<file path="config.mk">
export PLATFORM = sky130hd
export DESIGN_NAME = pwm_steer_top
export DESIGN_NICKNAME = d
export VERILOG_FILES = /design/src/shared/pwm_steer_pkg.sv /design/src/rtl/frac_period_adjust.sv /design/src/rtl/blank_timer.sv /design/src/rtl/pwm_steer_top.sv
export SDC_FILE = /design/constraint.sdc
export NUM_CORES = 1
export LEC_CHECK = 0
export ABC_AREA = 1
export BUFFER_PORTS_ARGS = -buffer_cell sky130_fd_sc_hd__buf_4
export CORE_MARGIN = 4
export CORE_UTILIZATION = 25
export CTS_CLUSTER_DIAMETER = 50
export CTS_CLUSTER_SIZE = 10
export DETAILED_ROUTE_END_ITERATION = 10
export PLACE_DENSITY = 0.55
export SYNTH_ARGS = -nofsm -noshare
export SYNTH_HDL_FRONTEND = slang
export SYNTH_SLANG_ARGS = --single-unit
</file>
<file path="constraint.sdc">
create_clock -name sys_clk_in -period 2.55 [get_ports sys_clk_in]
set_clock_uncertainty 0.1 [all_clocks]
set_input_delay 0.6375 -clock sys_clk_in [delete_from_list [all_inputs] [get_ports sys_clk_in]]
set_output_delay 0.6375 -clock sys_clk_in [all_outputs]
set_load 0.01 [all_outputs]
</file>
<file path="src/shared/pwm_steer_pkg.sv">
// Purpose: Shared constants for blanking, fractional adjust and steering
// Assumes: 32-bit Avalon-MM register words, one byte used per register
// Notes:   Offsets are byte addresses
package pwm_steer_pkg;
    // ************
    // Register map
    // ************
    localparam logic [4:0] FFA_OFFSET    = 5'h00;
    localparam logic [4:0] BLKR_OFFSET   = 5'h04;
    localparam logic [4:0] BLKF_OFFSET   = 5'h08;
    localparam logic [4:0] STR0_OFFSET   = 5'h0C;
    localparam logic [4:0] STR1_OFFSET   = 5'h10;
    localparam logic [4:0] STATUS_OFFSET = 5'h14;

    // ************
    // Reset values and field layout
    // ************
    localparam logic [3:0] FFA_RESET   = 4'h0;
    localparam logic [7:0] BLKR_RESET  = 8'h00;
    localparam logic [7:0] BLKF_RESET  = 8'h00;
    localparam logic [5:0] STR0_RESET  = 6'h01;
    localparam logic [5:0] STR0_LOW_MASK = 6'h03;
    localparam int         SYNC_BIT    = 7;
    localparam int         LSMOD_BIT   = 1;
    localparam int         HSMOD_BIT   = 0;
    localparam int         FRAC_WIDTH  = 4;
    localparam int         BLANK_WIDTH = 8;

    // ************
    // Output modes
    // ************
    typedef enum logic [3:0] {
        MODE_SINGLE  = 4'h0,
        MODE_COMPL   = 4'h1,
        MODE_3PHASE  = 4'hC
    } output_mode_t;
endpackage

</file>
<file path="src/rtl/frac_period_adjust.sv">
// Purpose: Stretch period events by sixteenths of a clock on average
// Assumes: Period events are one-cycle pulses spaced two or more cycles
// Notes:   Output trails input by one cycle, two when a carry occurs
`timescale 1ns/1ps
module frac_period_adjust (
    input  wire logic                                sys_clk_in,
    input  wire logic                                reset_n_in,
    input  wire logic [pwm_steer_pkg::FRAC_WIDTH-1:0] frac_in,
    input  wire logic                                period_event_in,
    output logic                                     period_event_out
);
    import pwm_steer_pkg::*;

    logic [FRAC_WIDTH-1:0] acc_r;
    logic [FRAC_WIDTH:0]   sum_nxt;
    logic                  pending_r;

    // Carry out of the sixteenths accumulator adds one whole clock
    assign sum_nxt = {1'b0, acc_r} + {1'b0, frac_in}; // [RQ1]

    always_ff @(posedge sys_clk_in or negedge reset_n_in) begin
        if (!reset_n_in) begin
            acc_r <= '0;
        end else if (period_event_in) begin
            acc_r <= sum_nxt[FRAC_WIDTH-1:0];
        end
    end

    always_ff @(posedge sys_clk_in or negedge reset_n_in) begin
        if (!reset_n_in) begin
            pending_r        <= 1'b0;
            period_event_out <= 1'b0;
        end else begin
            pending_r        <= period_event_in & sum_nxt[FRAC_WIDTH]; // [RQ1]
            period_event_out <= (period_event_in & ~sum_nxt[FRAC_WIDTH]) | pending_r;
        end
    end
endmodule // frac_period_adjust

</file>
<file path="src/rtl/blank_timer.sv">
// Purpose: Hold a blanking window for a programmed number of clocks
// Assumes: Trigger is a one-cycle edge pulse on the same clock
// Notes:   A count of zero gives no window; a new edge restarts it
`timescale 1ns/1ps
module blank_timer #(
    parameter int WIDTH = 8
) (
    input  wire logic             sys_clk_in,
    input  wire logic             reset_n_in,
    input  wire logic [WIDTH-1:0] length_in,
    input  wire logic             trigger_in,
    output logic                  blanking_out
);
    logic [WIDTH-1:0] count_r;

    always_ff @(posedge sys_clk_in or negedge reset_n_in) begin
        if (!reset_n_in) begin
            count_r <= '0;
        end else if (trigger_in) begin
            count_r <= length_in;
        end else if (count_r != '0) begin
            count_r <= count_r - 1'b1;
        end
    end

    assign blanking_out = (count_r != '0);
endmodule // blank_timer

</file>
<file path="src/rtl/pwm_steer_top.sv">
// Purpose: Fractional period adjust, edge blanking and six-pin steering
// Assumes: Time base, dead band and modulation source live outside
// Notes:
// Notes on behaviour
// [RQ1] Each period event is stretched by adjust value sixteenths of a clock.
// [RQ2] Upper four bits of fractional adjust read zero, writes ignored.
// [RQ3] Rising-edge blanking lasts the rising blank count of clocks.
// [RQ4] Falling-edge blanking lasts the falling blank count of clocks.
// [RQ5] Single-phase: set steering bit routes PWM to pin, clear holds inactive.
// [RQ6] Complementary: B, D, F carry complementary PWM when enabled.
// [RQ7] Single or complementary: A, C, E carry true PWM when enabled.
// [RQ8] Three-phase: bit F gives D,E high; bit E gives B,E high.
// [RQ9] Three-phase: bit D gives B,C high; bit C gives C,F high.
// [RQ10] Three-phase: bit B gives A,F high; bit A gives A,D high.
// [RQ11] Three-phase: clear steering bit applies no combination.
// [RQ12] Several bits set in three-phase: lowest-numbered bit wins.
// [RQ13] Second instance lacks steering bits C through F.
// [RQ14] Sync bit set: steering changes land at next period boundary.
// [RQ15] Low-side modulation gates B, D, F while high, low stays low.
// [RQ16] High-side modulation gates A, C, E while high, low stays low.
// [RQ17] Modulation enables off or outside three-phase leave steering as is.
// [RQ18] Synchronised writes wait in a holding register until period event.
//
// Decided for this implementation: the Avalon-MM register port and the register offsets.
`timescale 1ns/1ps
module pwm_steer_top #(
    parameter bit SECOND_INSTANCE = 1'b0
) (
    input  wire logic        sys_clk_in,
    input  wire logic        reset_n_in,
    input  wire logic [4:0]  avs_address_in,
    input  wire logic        avs_read_in,
    input  wire logic        avs_write_in,
    input  wire logic [31:0] avs_writedata_in,
    input  wire logic [3:0]  avs_byteenable_in,
    output logic [31:0]      avs_readdata_out,
    output logic             avs_waitrequest_out,
    input  wire logic [3:0]  output_mode_sel_in,
    input  wire logic        period_event_in,
    input  wire logic        pwm_true_in,
    input  wire logic        pwm_compl_in,
    input  wire logic        modulation_in,
    output logic             period_event_out,
    output logic             rise_blank_out,
    output logic             fall_blank_out,
    output logic             out_a,
    output logic             out_b,
    output logic             out_c,
    output logic             out_d,
    output logic             out_e,
    output logic             out_f
);
    import pwm_steer_pkg::*;

    // ************
    // Register state
    // ************
    logic [FRAC_WIDTH-1:0]  fractional_period_adjust_r;
    logic [BLANK_WIDTH-1:0] rising_blank_time_r;
    logic [BLANK_WIDTH-1:0] falling_blank_time_r;
    logic [5:0]             steer_hold_r;
    logic [5:0]             steer_active_r;
    logic                   steer_update_on_period_r;
    logic                   low_side_mod_en_r;
    logic                   high_side_mod_en_r;

    // Bus handshake
    logic                   ack_r;
    logic                   req;
    logic                   wr_take;
    logic                   rd_take;

    // Data paths
    logic [5:0]             str0_wdata;
    logic [5:0]             impl_mask;
    logic [7:0]             rd_byte;

    // ************
    // Bus slave
    // ************
    // One wait state on every access keeps read data registered
    assign req                 = avs_read_in | avs_write_in;
    assign avs_waitrequest_out = req & ~ack_r;
    assign wr_take             = avs_write_in & ack_r & avs_byteenable_in[0];
    assign rd_take             = avs_read_in & ~ack_r;

    // Ack lasts one cycle only
    always_ff @(posedge sys_clk_in or negedge reset_n_in) begin
        if (!reset_n_in) begin
            ack_r <= 1'b0;
        end else begin
            ack_r <= req & ~ack_r;
        end
    end

    // Bits C..F are absent on the second instance
    assign impl_mask  = SECOND_INSTANCE ? STR0_LOW_MASK : 6'h3F; // [RQ13]
    assign str0_wdata = avs_writedata_in[5:0] & impl_mask; // [RQ13]

    always_ff @(posedge sys_clk_in or negedge reset_n_in) begin
        if (!reset_n_in) begin
            fractional_period_adjust_r <= FFA_RESET;
        end else if (wr_take && avs_address_in == FFA_OFFSET) begin
            // Upper nibble dropped on write
            fractional_period_adjust_r <= avs_writedata_in[3:0]; // [RQ2]
        end
    end

    always_ff @(posedge sys_clk_in or negedge reset_n_in) begin
        if (!reset_n_in) begin
            rising_blank_time_r <= BLKR_RESET;
        end else if (wr_take && avs_address_in == BLKR_OFFSET) begin
            rising_blank_time_r <= avs_writedata_in[7:0]; // [RQ3]
        end
    end

    always_ff @(posedge sys_clk_in or negedge reset_n_in) begin
        if (!reset_n_in) begin
            falling_blank_time_r <= BLKF_RESET;
        end else if (wr_take && avs_address_in == BLKF_OFFSET) begin
            falling_blank_time_r <= avs_writedata_in[7:0]; // [RQ4]
        end
    end

    always_ff @(posedge sys_clk_in or negedge reset_n_in) begin
        if (!reset_n_in) begin
            steer_update_on_period_r <= 1'b0;
        end else if (wr_take && avs_address_in == STR1_OFFSET) begin
            steer_update_on_period_r <= avs_writedata_in[SYNC_BIT]; // [RQ14]
        end
    end

    always_ff @(posedge sys_clk_in or negedge reset_n_in) begin
        if (!reset_n_in) begin
            low_side_mod_en_r  <= 1'b0;
            high_side_mod_en_r <= 1'b0;
        end else if (wr_take && avs_address_in == STR1_OFFSET) begin
            low_side_mod_en_r  <= avs_writedata_in[LSMOD_BIT];
            high_side_mod_en_r <= avs_writedata_in[HSMOD_BIT];
        end
    end

    // ************
    // Steering hold and active copies
    // ************
    // Readback shows the held copy
    always_ff @(posedge sys_clk_in or negedge reset_n_in) begin
        if (!reset_n_in) begin
            steer_hold_r <= STR0_RESET;
        end else if (wr_take && avs_address_in == STR0_OFFSET) begin
            steer_hold_r <= str0_wdata; // [RQ18]
        end
    end

    // Unsynchronised writes bypass the hold so the pins move at once
    always_ff @(posedge sys_clk_in or negedge reset_n_in) begin
        if (!reset_n_in) begin
            steer_active_r <= STR0_RESET;
        end else if (!steer_update_on_period_r) begin
            if (wr_take && avs_address_in == STR0_OFFSET) begin
                steer_active_r <= str0_wdata; // [RQ14]
            end else begin
                steer_active_r <= steer_hold_r; // [RQ14]
            end
        end else if (period_event_out) begin
            steer_active_r <= steer_hold_r; // [RQ14] [RQ18]
        end
    end

    // ************
    // Read mux
    // ************
    // Status shows live state
    always_comb begin
        rd_byte = 8'h00;
        unique case (avs_address_in)
            FFA_OFFSET:    rd_byte = {4'h0, fractional_period_adjust_r}; // [RQ2]
            BLKR_OFFSET:   rd_byte = rising_blank_time_r;
            BLKF_OFFSET:   rd_byte = falling_blank_time_r;
            STR0_OFFSET:   rd_byte = {2'b00, steer_hold_r};
            STR1_OFFSET:   rd_byte = {steer_update_on_period_r, 5'h00,
                                      low_side_mod_en_r, high_side_mod_en_r};
            STATUS_OFFSET: rd_byte = {fall_blank_out, rise_blank_out,
                                      steer_active_r};
            default:       rd_byte = 8'h00;
        endcase
    end

    // Held until the next read
    always_ff @(posedge sys_clk_in or negedge reset_n_in) begin
        if (!reset_n_in) begin
            avs_readdata_out <= 32'h0000_0000;
        end else if (rd_take) begin
            avs_readdata_out <= {24'h00_0000, rd_byte};
        end
    end

    // ************
    // Fractional period adjust
    // ************
    // Carries stretch by one clock
    frac_period_adjust u_frac (
        .sys_clk_in       (sys_clk_in),
        .reset_n_in       (reset_n_in),
        .frac_in          (fractional_period_adjust_r),
        .period_event_in  (period_event_in),
        .period_event_out (period_event_out)
    );

    // ************
    // Edge blanking
    // ************
    logic pwm_prev_r;
    logic edge_armed_r;
    logic pwm_rise;
    logic pwm_fall;

    // No false edge on the first clock after reset
    always_ff @(posedge sys_clk_in or negedge reset_n_in) begin
        if (!reset_n_in) begin
            pwm_prev_r   <= 1'b0;
            edge_armed_r <= 1'b0;
        end else begin
            pwm_prev_r   <= pwm_true_in;
            edge_armed_r <= 1'b1;
        end
    end

    assign pwm_rise = edge_armed_r & pwm_true_in & ~pwm_prev_r;
    assign pwm_fall = edge_armed_r & ~pwm_true_in & pwm_prev_r;

    // Zero count gives no window

    blank_timer #(
        .WIDTH (BLANK_WIDTH)
    ) u_blank_rise (
        .sys_clk_in   (sys_clk_in),
        .reset_n_in   (reset_n_in),
        .length_in    (rising_blank_time_r), // [RQ3]
        .trigger_in   (pwm_rise),
        .blanking_out (rise_blank_out)
    );

    blank_timer #(
        .WIDTH (BLANK_WIDTH)
    ) u_blank_fall (
        .sys_clk_in   (sys_clk_in),
        .reset_n_in   (reset_n_in),
        .length_in    (falling_blank_time_r), // [RQ4]
        .trigger_in   (pwm_fall),
        .blanking_out (fall_blank_out)
    );

    // ************
    // Three-phase combination, order is F E D C B A
    // ************
    function automatic logic [5:0] phase_combo(input logic [5:0] steer);
        logic [5:0] combo;
        combo = 6'h00;
        // Lowest set bit wins, so test from A upward
        if (steer[0]) begin
            combo = 6'b001001; // [RQ10] [RQ12]
        end else if (steer[1]) begin
            combo = 6'b100001; // [RQ10] [RQ12]
        end else if (steer[2]) begin
            combo = 6'b100100; // [RQ9] [RQ12]
        end else if (steer[3]) begin
            combo = 6'b000110; // [RQ9] [RQ12]
        end else if (steer[4]) begin
            combo = 6'b010010; // [RQ8] [RQ12]
        end else if (steer[5]) begin
            combo = 6'b011000; // [RQ8] [RQ12]
        end
        return combo; // [RQ11]
    endfunction

    // ************
    // Output steering
    // ************
    logic [5:0] pins_nxt;
    logic [5:0] combo;
    logic [5:0] mod_gate;

    // Active copy, never the held one
    assign combo = phase_combo(steer_active_r);

    // High side is A, C, E; low side is B, D, F
    always_comb begin
        mod_gate = 6'h3F;
        if (high_side_mod_en_r) begin
            mod_gate[0] = modulation_in; // [RQ16]
            mod_gate[2] = modulation_in; // [RQ16]
            mod_gate[4] = modulation_in; // [RQ16]
        end

        if (low_side_mod_en_r) begin
            mod_gate[1] = modulation_in; // [RQ15]
            mod_gate[3] = modulation_in; // [RQ15]
            mod_gate[5] = modulation_in; // [RQ15]
        end
    end

    // Unlisted modes park all pins low; other patterns belong elsewhere
    always_comb begin
        pins_nxt = 6'h00;
        case (output_mode_sel_in)
            MODE_SINGLE: begin
                pins_nxt = steer_active_r & {6{pwm_true_in}}; // [RQ5] [RQ7]
            end

            MODE_COMPL: begin
                pins_nxt[0] = steer_active_r[0] & pwm_true_in;  // [RQ7]
                pins_nxt[2] = steer_active_r[2] & pwm_true_in;  // [RQ7]
                pins_nxt[4] = steer_active_r[4] & pwm_true_in;  // [RQ7]
                pins_nxt[1] = steer_active_r[1] & pwm_compl_in; // [RQ6]
                pins_nxt[3] = steer_active_r[3] & pwm_compl_in; // [RQ6]
                pins_nxt[5] = steer_active_r[5] & pwm_compl_in; // [RQ6]
            end

            MODE_3PHASE: begin
                // Gate only ever lowers a pin, so low stays unmodulated
                pins_nxt = combo & mod_gate; // [RQ15] [RQ16] [RQ17]
            end

            default: begin
                pins_nxt = 6'h00; // [RQ17]
            end
        endcase
    end

    always_ff @(posedge sys_clk_in or negedge reset_n_in) begin
        if (!reset_n_in) begin
            // Registered pins never glitch
            out_a <= 1'b0;
            out_b <= 1'b0;
            out_c <= 1'b0;
            out_d <= 1'b0;
            out_e <= 1'b0;
            out_f <= 1'b0;
        end else begin
            out_a <= pins_nxt[0];
            out_b <= pins_nxt[1];
            out_c <= pins_nxt[2];
            out_d <= pins_nxt[3];
            out_e <= pins_nxt[4];
            out_f <= pins_nxt[5];
        end
    end
endmodule // pwm_steer_top

</file>
==> metrics.txt <==
Worst-path clk slew=50 ps; GRT Overall Usage=11.9%; pin count of the biggest net entering global routing=39; Worst Tran Pin Value=528 ps; Post-synth EDFFs=0; Ports=95; nets=611; antenna violations before repair=0; Worst Path Class, Setup=reg -> out; CTS Root Cell=clkbuf_16; Rel. slew slack=64.7%; Cell variety after synth=38; Vias/cell=4.37; Critical-path top delay cell=dfrtp_1; WL final=10.3 mm; FFs w/ async S/R, synth=100%; WL/cell=13.4 um; Area contributors post-synth=dfrtp_1 (44%), nand2_1 (13%), inv_1 (5.6%); setup ws final=207 ps; RSZ-0062 raised after global routing=false; die width=136 um; cell mode on critical path=inv_1; Max Fclk=427 MHz; Rows=46; crit-path cells=inv_1 -> ha_1 -> nand2_1 -> nor2_1 -> inv_1 -> buf_4; Pwr Total=3.89 mW; Final setup viols=0; Top FF cell, synth=dfrtp_1; number of CTS-inserted buffers=9; share of cells above drive strength 1=16.2%; Crit path required time=1810 ps; Routability Congestion=0.909; syn avg cell area=8.08 um^2; setup tns final=0 ps; area added between synthesis and finish=19.0%; post-synth top area cell=dfrtp_1; Clock Path Buffers=2; Hold WC Path Type=in -> async; internal reg-to-reg setup slack=920 ps; port buffer count=43; count leader, synth=nand2_1; dpl cell area=4540 um^2; hpwl dp=8.04 mm; # H-tree levels=3; Seq/Total Area, Yosys=45.4%; CTS tree=built; VDD IR-drop max=0.000468 V; Post-Syn Area=4080 um^2; MaxCap Viol Count=0; dpl ws=507 ps; yosys warns=0; Ant. Diodes=0; Fin. Hold Viols=0; chip height=136 um; Worst Path Arrival=1610 ps; via count=3367; design area=4860 um^2; post-route ant nets=0; R2R Path End=u_blank_rise.count_r[6]; CTS Sinks=74; Max FO, Critical Path=3; FF+latch count, synth=74; CP Capture Type=primary output; fill count=1710; # hold bufs at CTS=0; power per cell area=801 nW/um^2; Worst R2R Start=u_blank_rise.count_r[0]; die area=18400 um^2; Syn Inst Count=505; DR iter-0 viols=163; outcome=finished clean; Post-CTS Resized=0; drt first pass iters=4; area of the core=15900 um^2; starting density of the core=25.6%; first-pass GRT wire length=17.1 mm; P_leak=2.46 nW; residual DRC count=0; Final min period=2340 ps; Yosys top cell area share=44.2%; clk_lat worst skew=330 ps; Slew Limit Fails=0; R2R cell count=7; CP peak stage delay=400 ps; total global routing overflow=0; Setup Fix Bufs, Post-CTS=0; crit start category=flip-flop; commonest cells in the netlist=nand2_1 (143), dfrtp_1 (72), inv_1 (61), nor2_1 (38), nand4_1 (31); Final Cycle Share=91.9%; vias in the first global route=3397
-- cell families (layout without fill, tap and decap cells) --
group	after synthesis	in the layout	synth area share [%]
other	2	25	0.184
AOI/OAI and AO/OA	67	67	10.2
adders and majority gates	8	8	2.64
buffers and inverters	100	127	12.3
and+or+nand+nor	246	246	27.5
xor gates and xnor gates	8	8	1.72
DFF	74	74	45.4
-- state kept, by name, indices dropped and copies added, names as in the netlist, 4 cells and up --
register / cells
u_blank_rise.count_r: 8
u_blank_fall.count_r: 8
falling_blank_time_r: 8
avs_readdata_out: 8
rising_blank_time_r: 8
u_frac.acc_r: 4
steer_active_r: 6
fractional_period_adjust_r: 4
steer_hold_r: 6
-- cell type report --
class | count | area, um^2 | area share [%]
clock inverters | 1 | 30.0 | 0.618
well taps | 216 | 270 | 5.57
flip-flops and latches | 74 | 1850 | 38.2
multi-input cells | 354 | 1810 | 37.3
clock buffers | 15 | 288 | 5.93
repair buffers | 46 | 358 | 7.37
inverters | 65 | 246 | 5.08
-- how the worst max path moves through the flow --
stage,startpoint,cells past startpoint,endpoint,slack (ps)
finish,u_blank_fall.count_r[0],6,fall_blank_out,210
global route,u_blank_fall.count_r[0],6,fall_blank_out,70
CTS,u_blank_fall.count_r[0],6,fall_blank_out,190
detailed placement,avs_address_in[1],9,avs_readdata_out[7],510
global placement,avs_address_in[1],9,avs_readdata_out[7],540
floorplan,avs_address_in[2],9,rising_blank_time_r[7],860
-- power by group --
| part | internal [mW] | switching, mW |
|---|---|---|
| clock network | 0.865 | 0.464 |
| registers | 1.40 | 0.175 |
| logic | 0.394 | 0.590 |
-- stage by stage --
stage               std cells  hold slack (ps)  util, %
floorplan                 528              242        -
global placement          755              319     28.5
detailed placement        755              332     28.5
CTS                       771              182     30.5
global route              771              196     30.5
finish                    771              172     30.5
-- routing by layer --
metal	track usage, %	vias up	part of all wire (%)
li1	-	1673	-
met1	14.7	1607	44
met2	20.3	73	50
met3	2.53	14	3.8
met4	4.42	0	2.0
met5	0	-	0
-- cells in the final DEF, fill, tap and decap left out, drive strengths merged, types with 2 or more instances in the layout --
cell	n
nand2	147
dfrtp	72
inv	65
nor2	47
buf	46
o21ai	38
nand4	33
conb	25
nand3	15
clkbuf	15
o21bai	8
o22ai	7
ha	7
a21oi	6
xor2	5
o211ai	4
xnor2	3
nor3	2
dfstp	2
-- critical path, delay by kind of cell (launching register included) --
family / cells / cell delay, ps
buffers and inverters: 3 / 400
AND/OR/NAND/NOR: 2 / 310
flip-flops: 1 / 400
adder cells (fa/ha/maj): 1 / 170
Power figures use the tool's default switching activity.
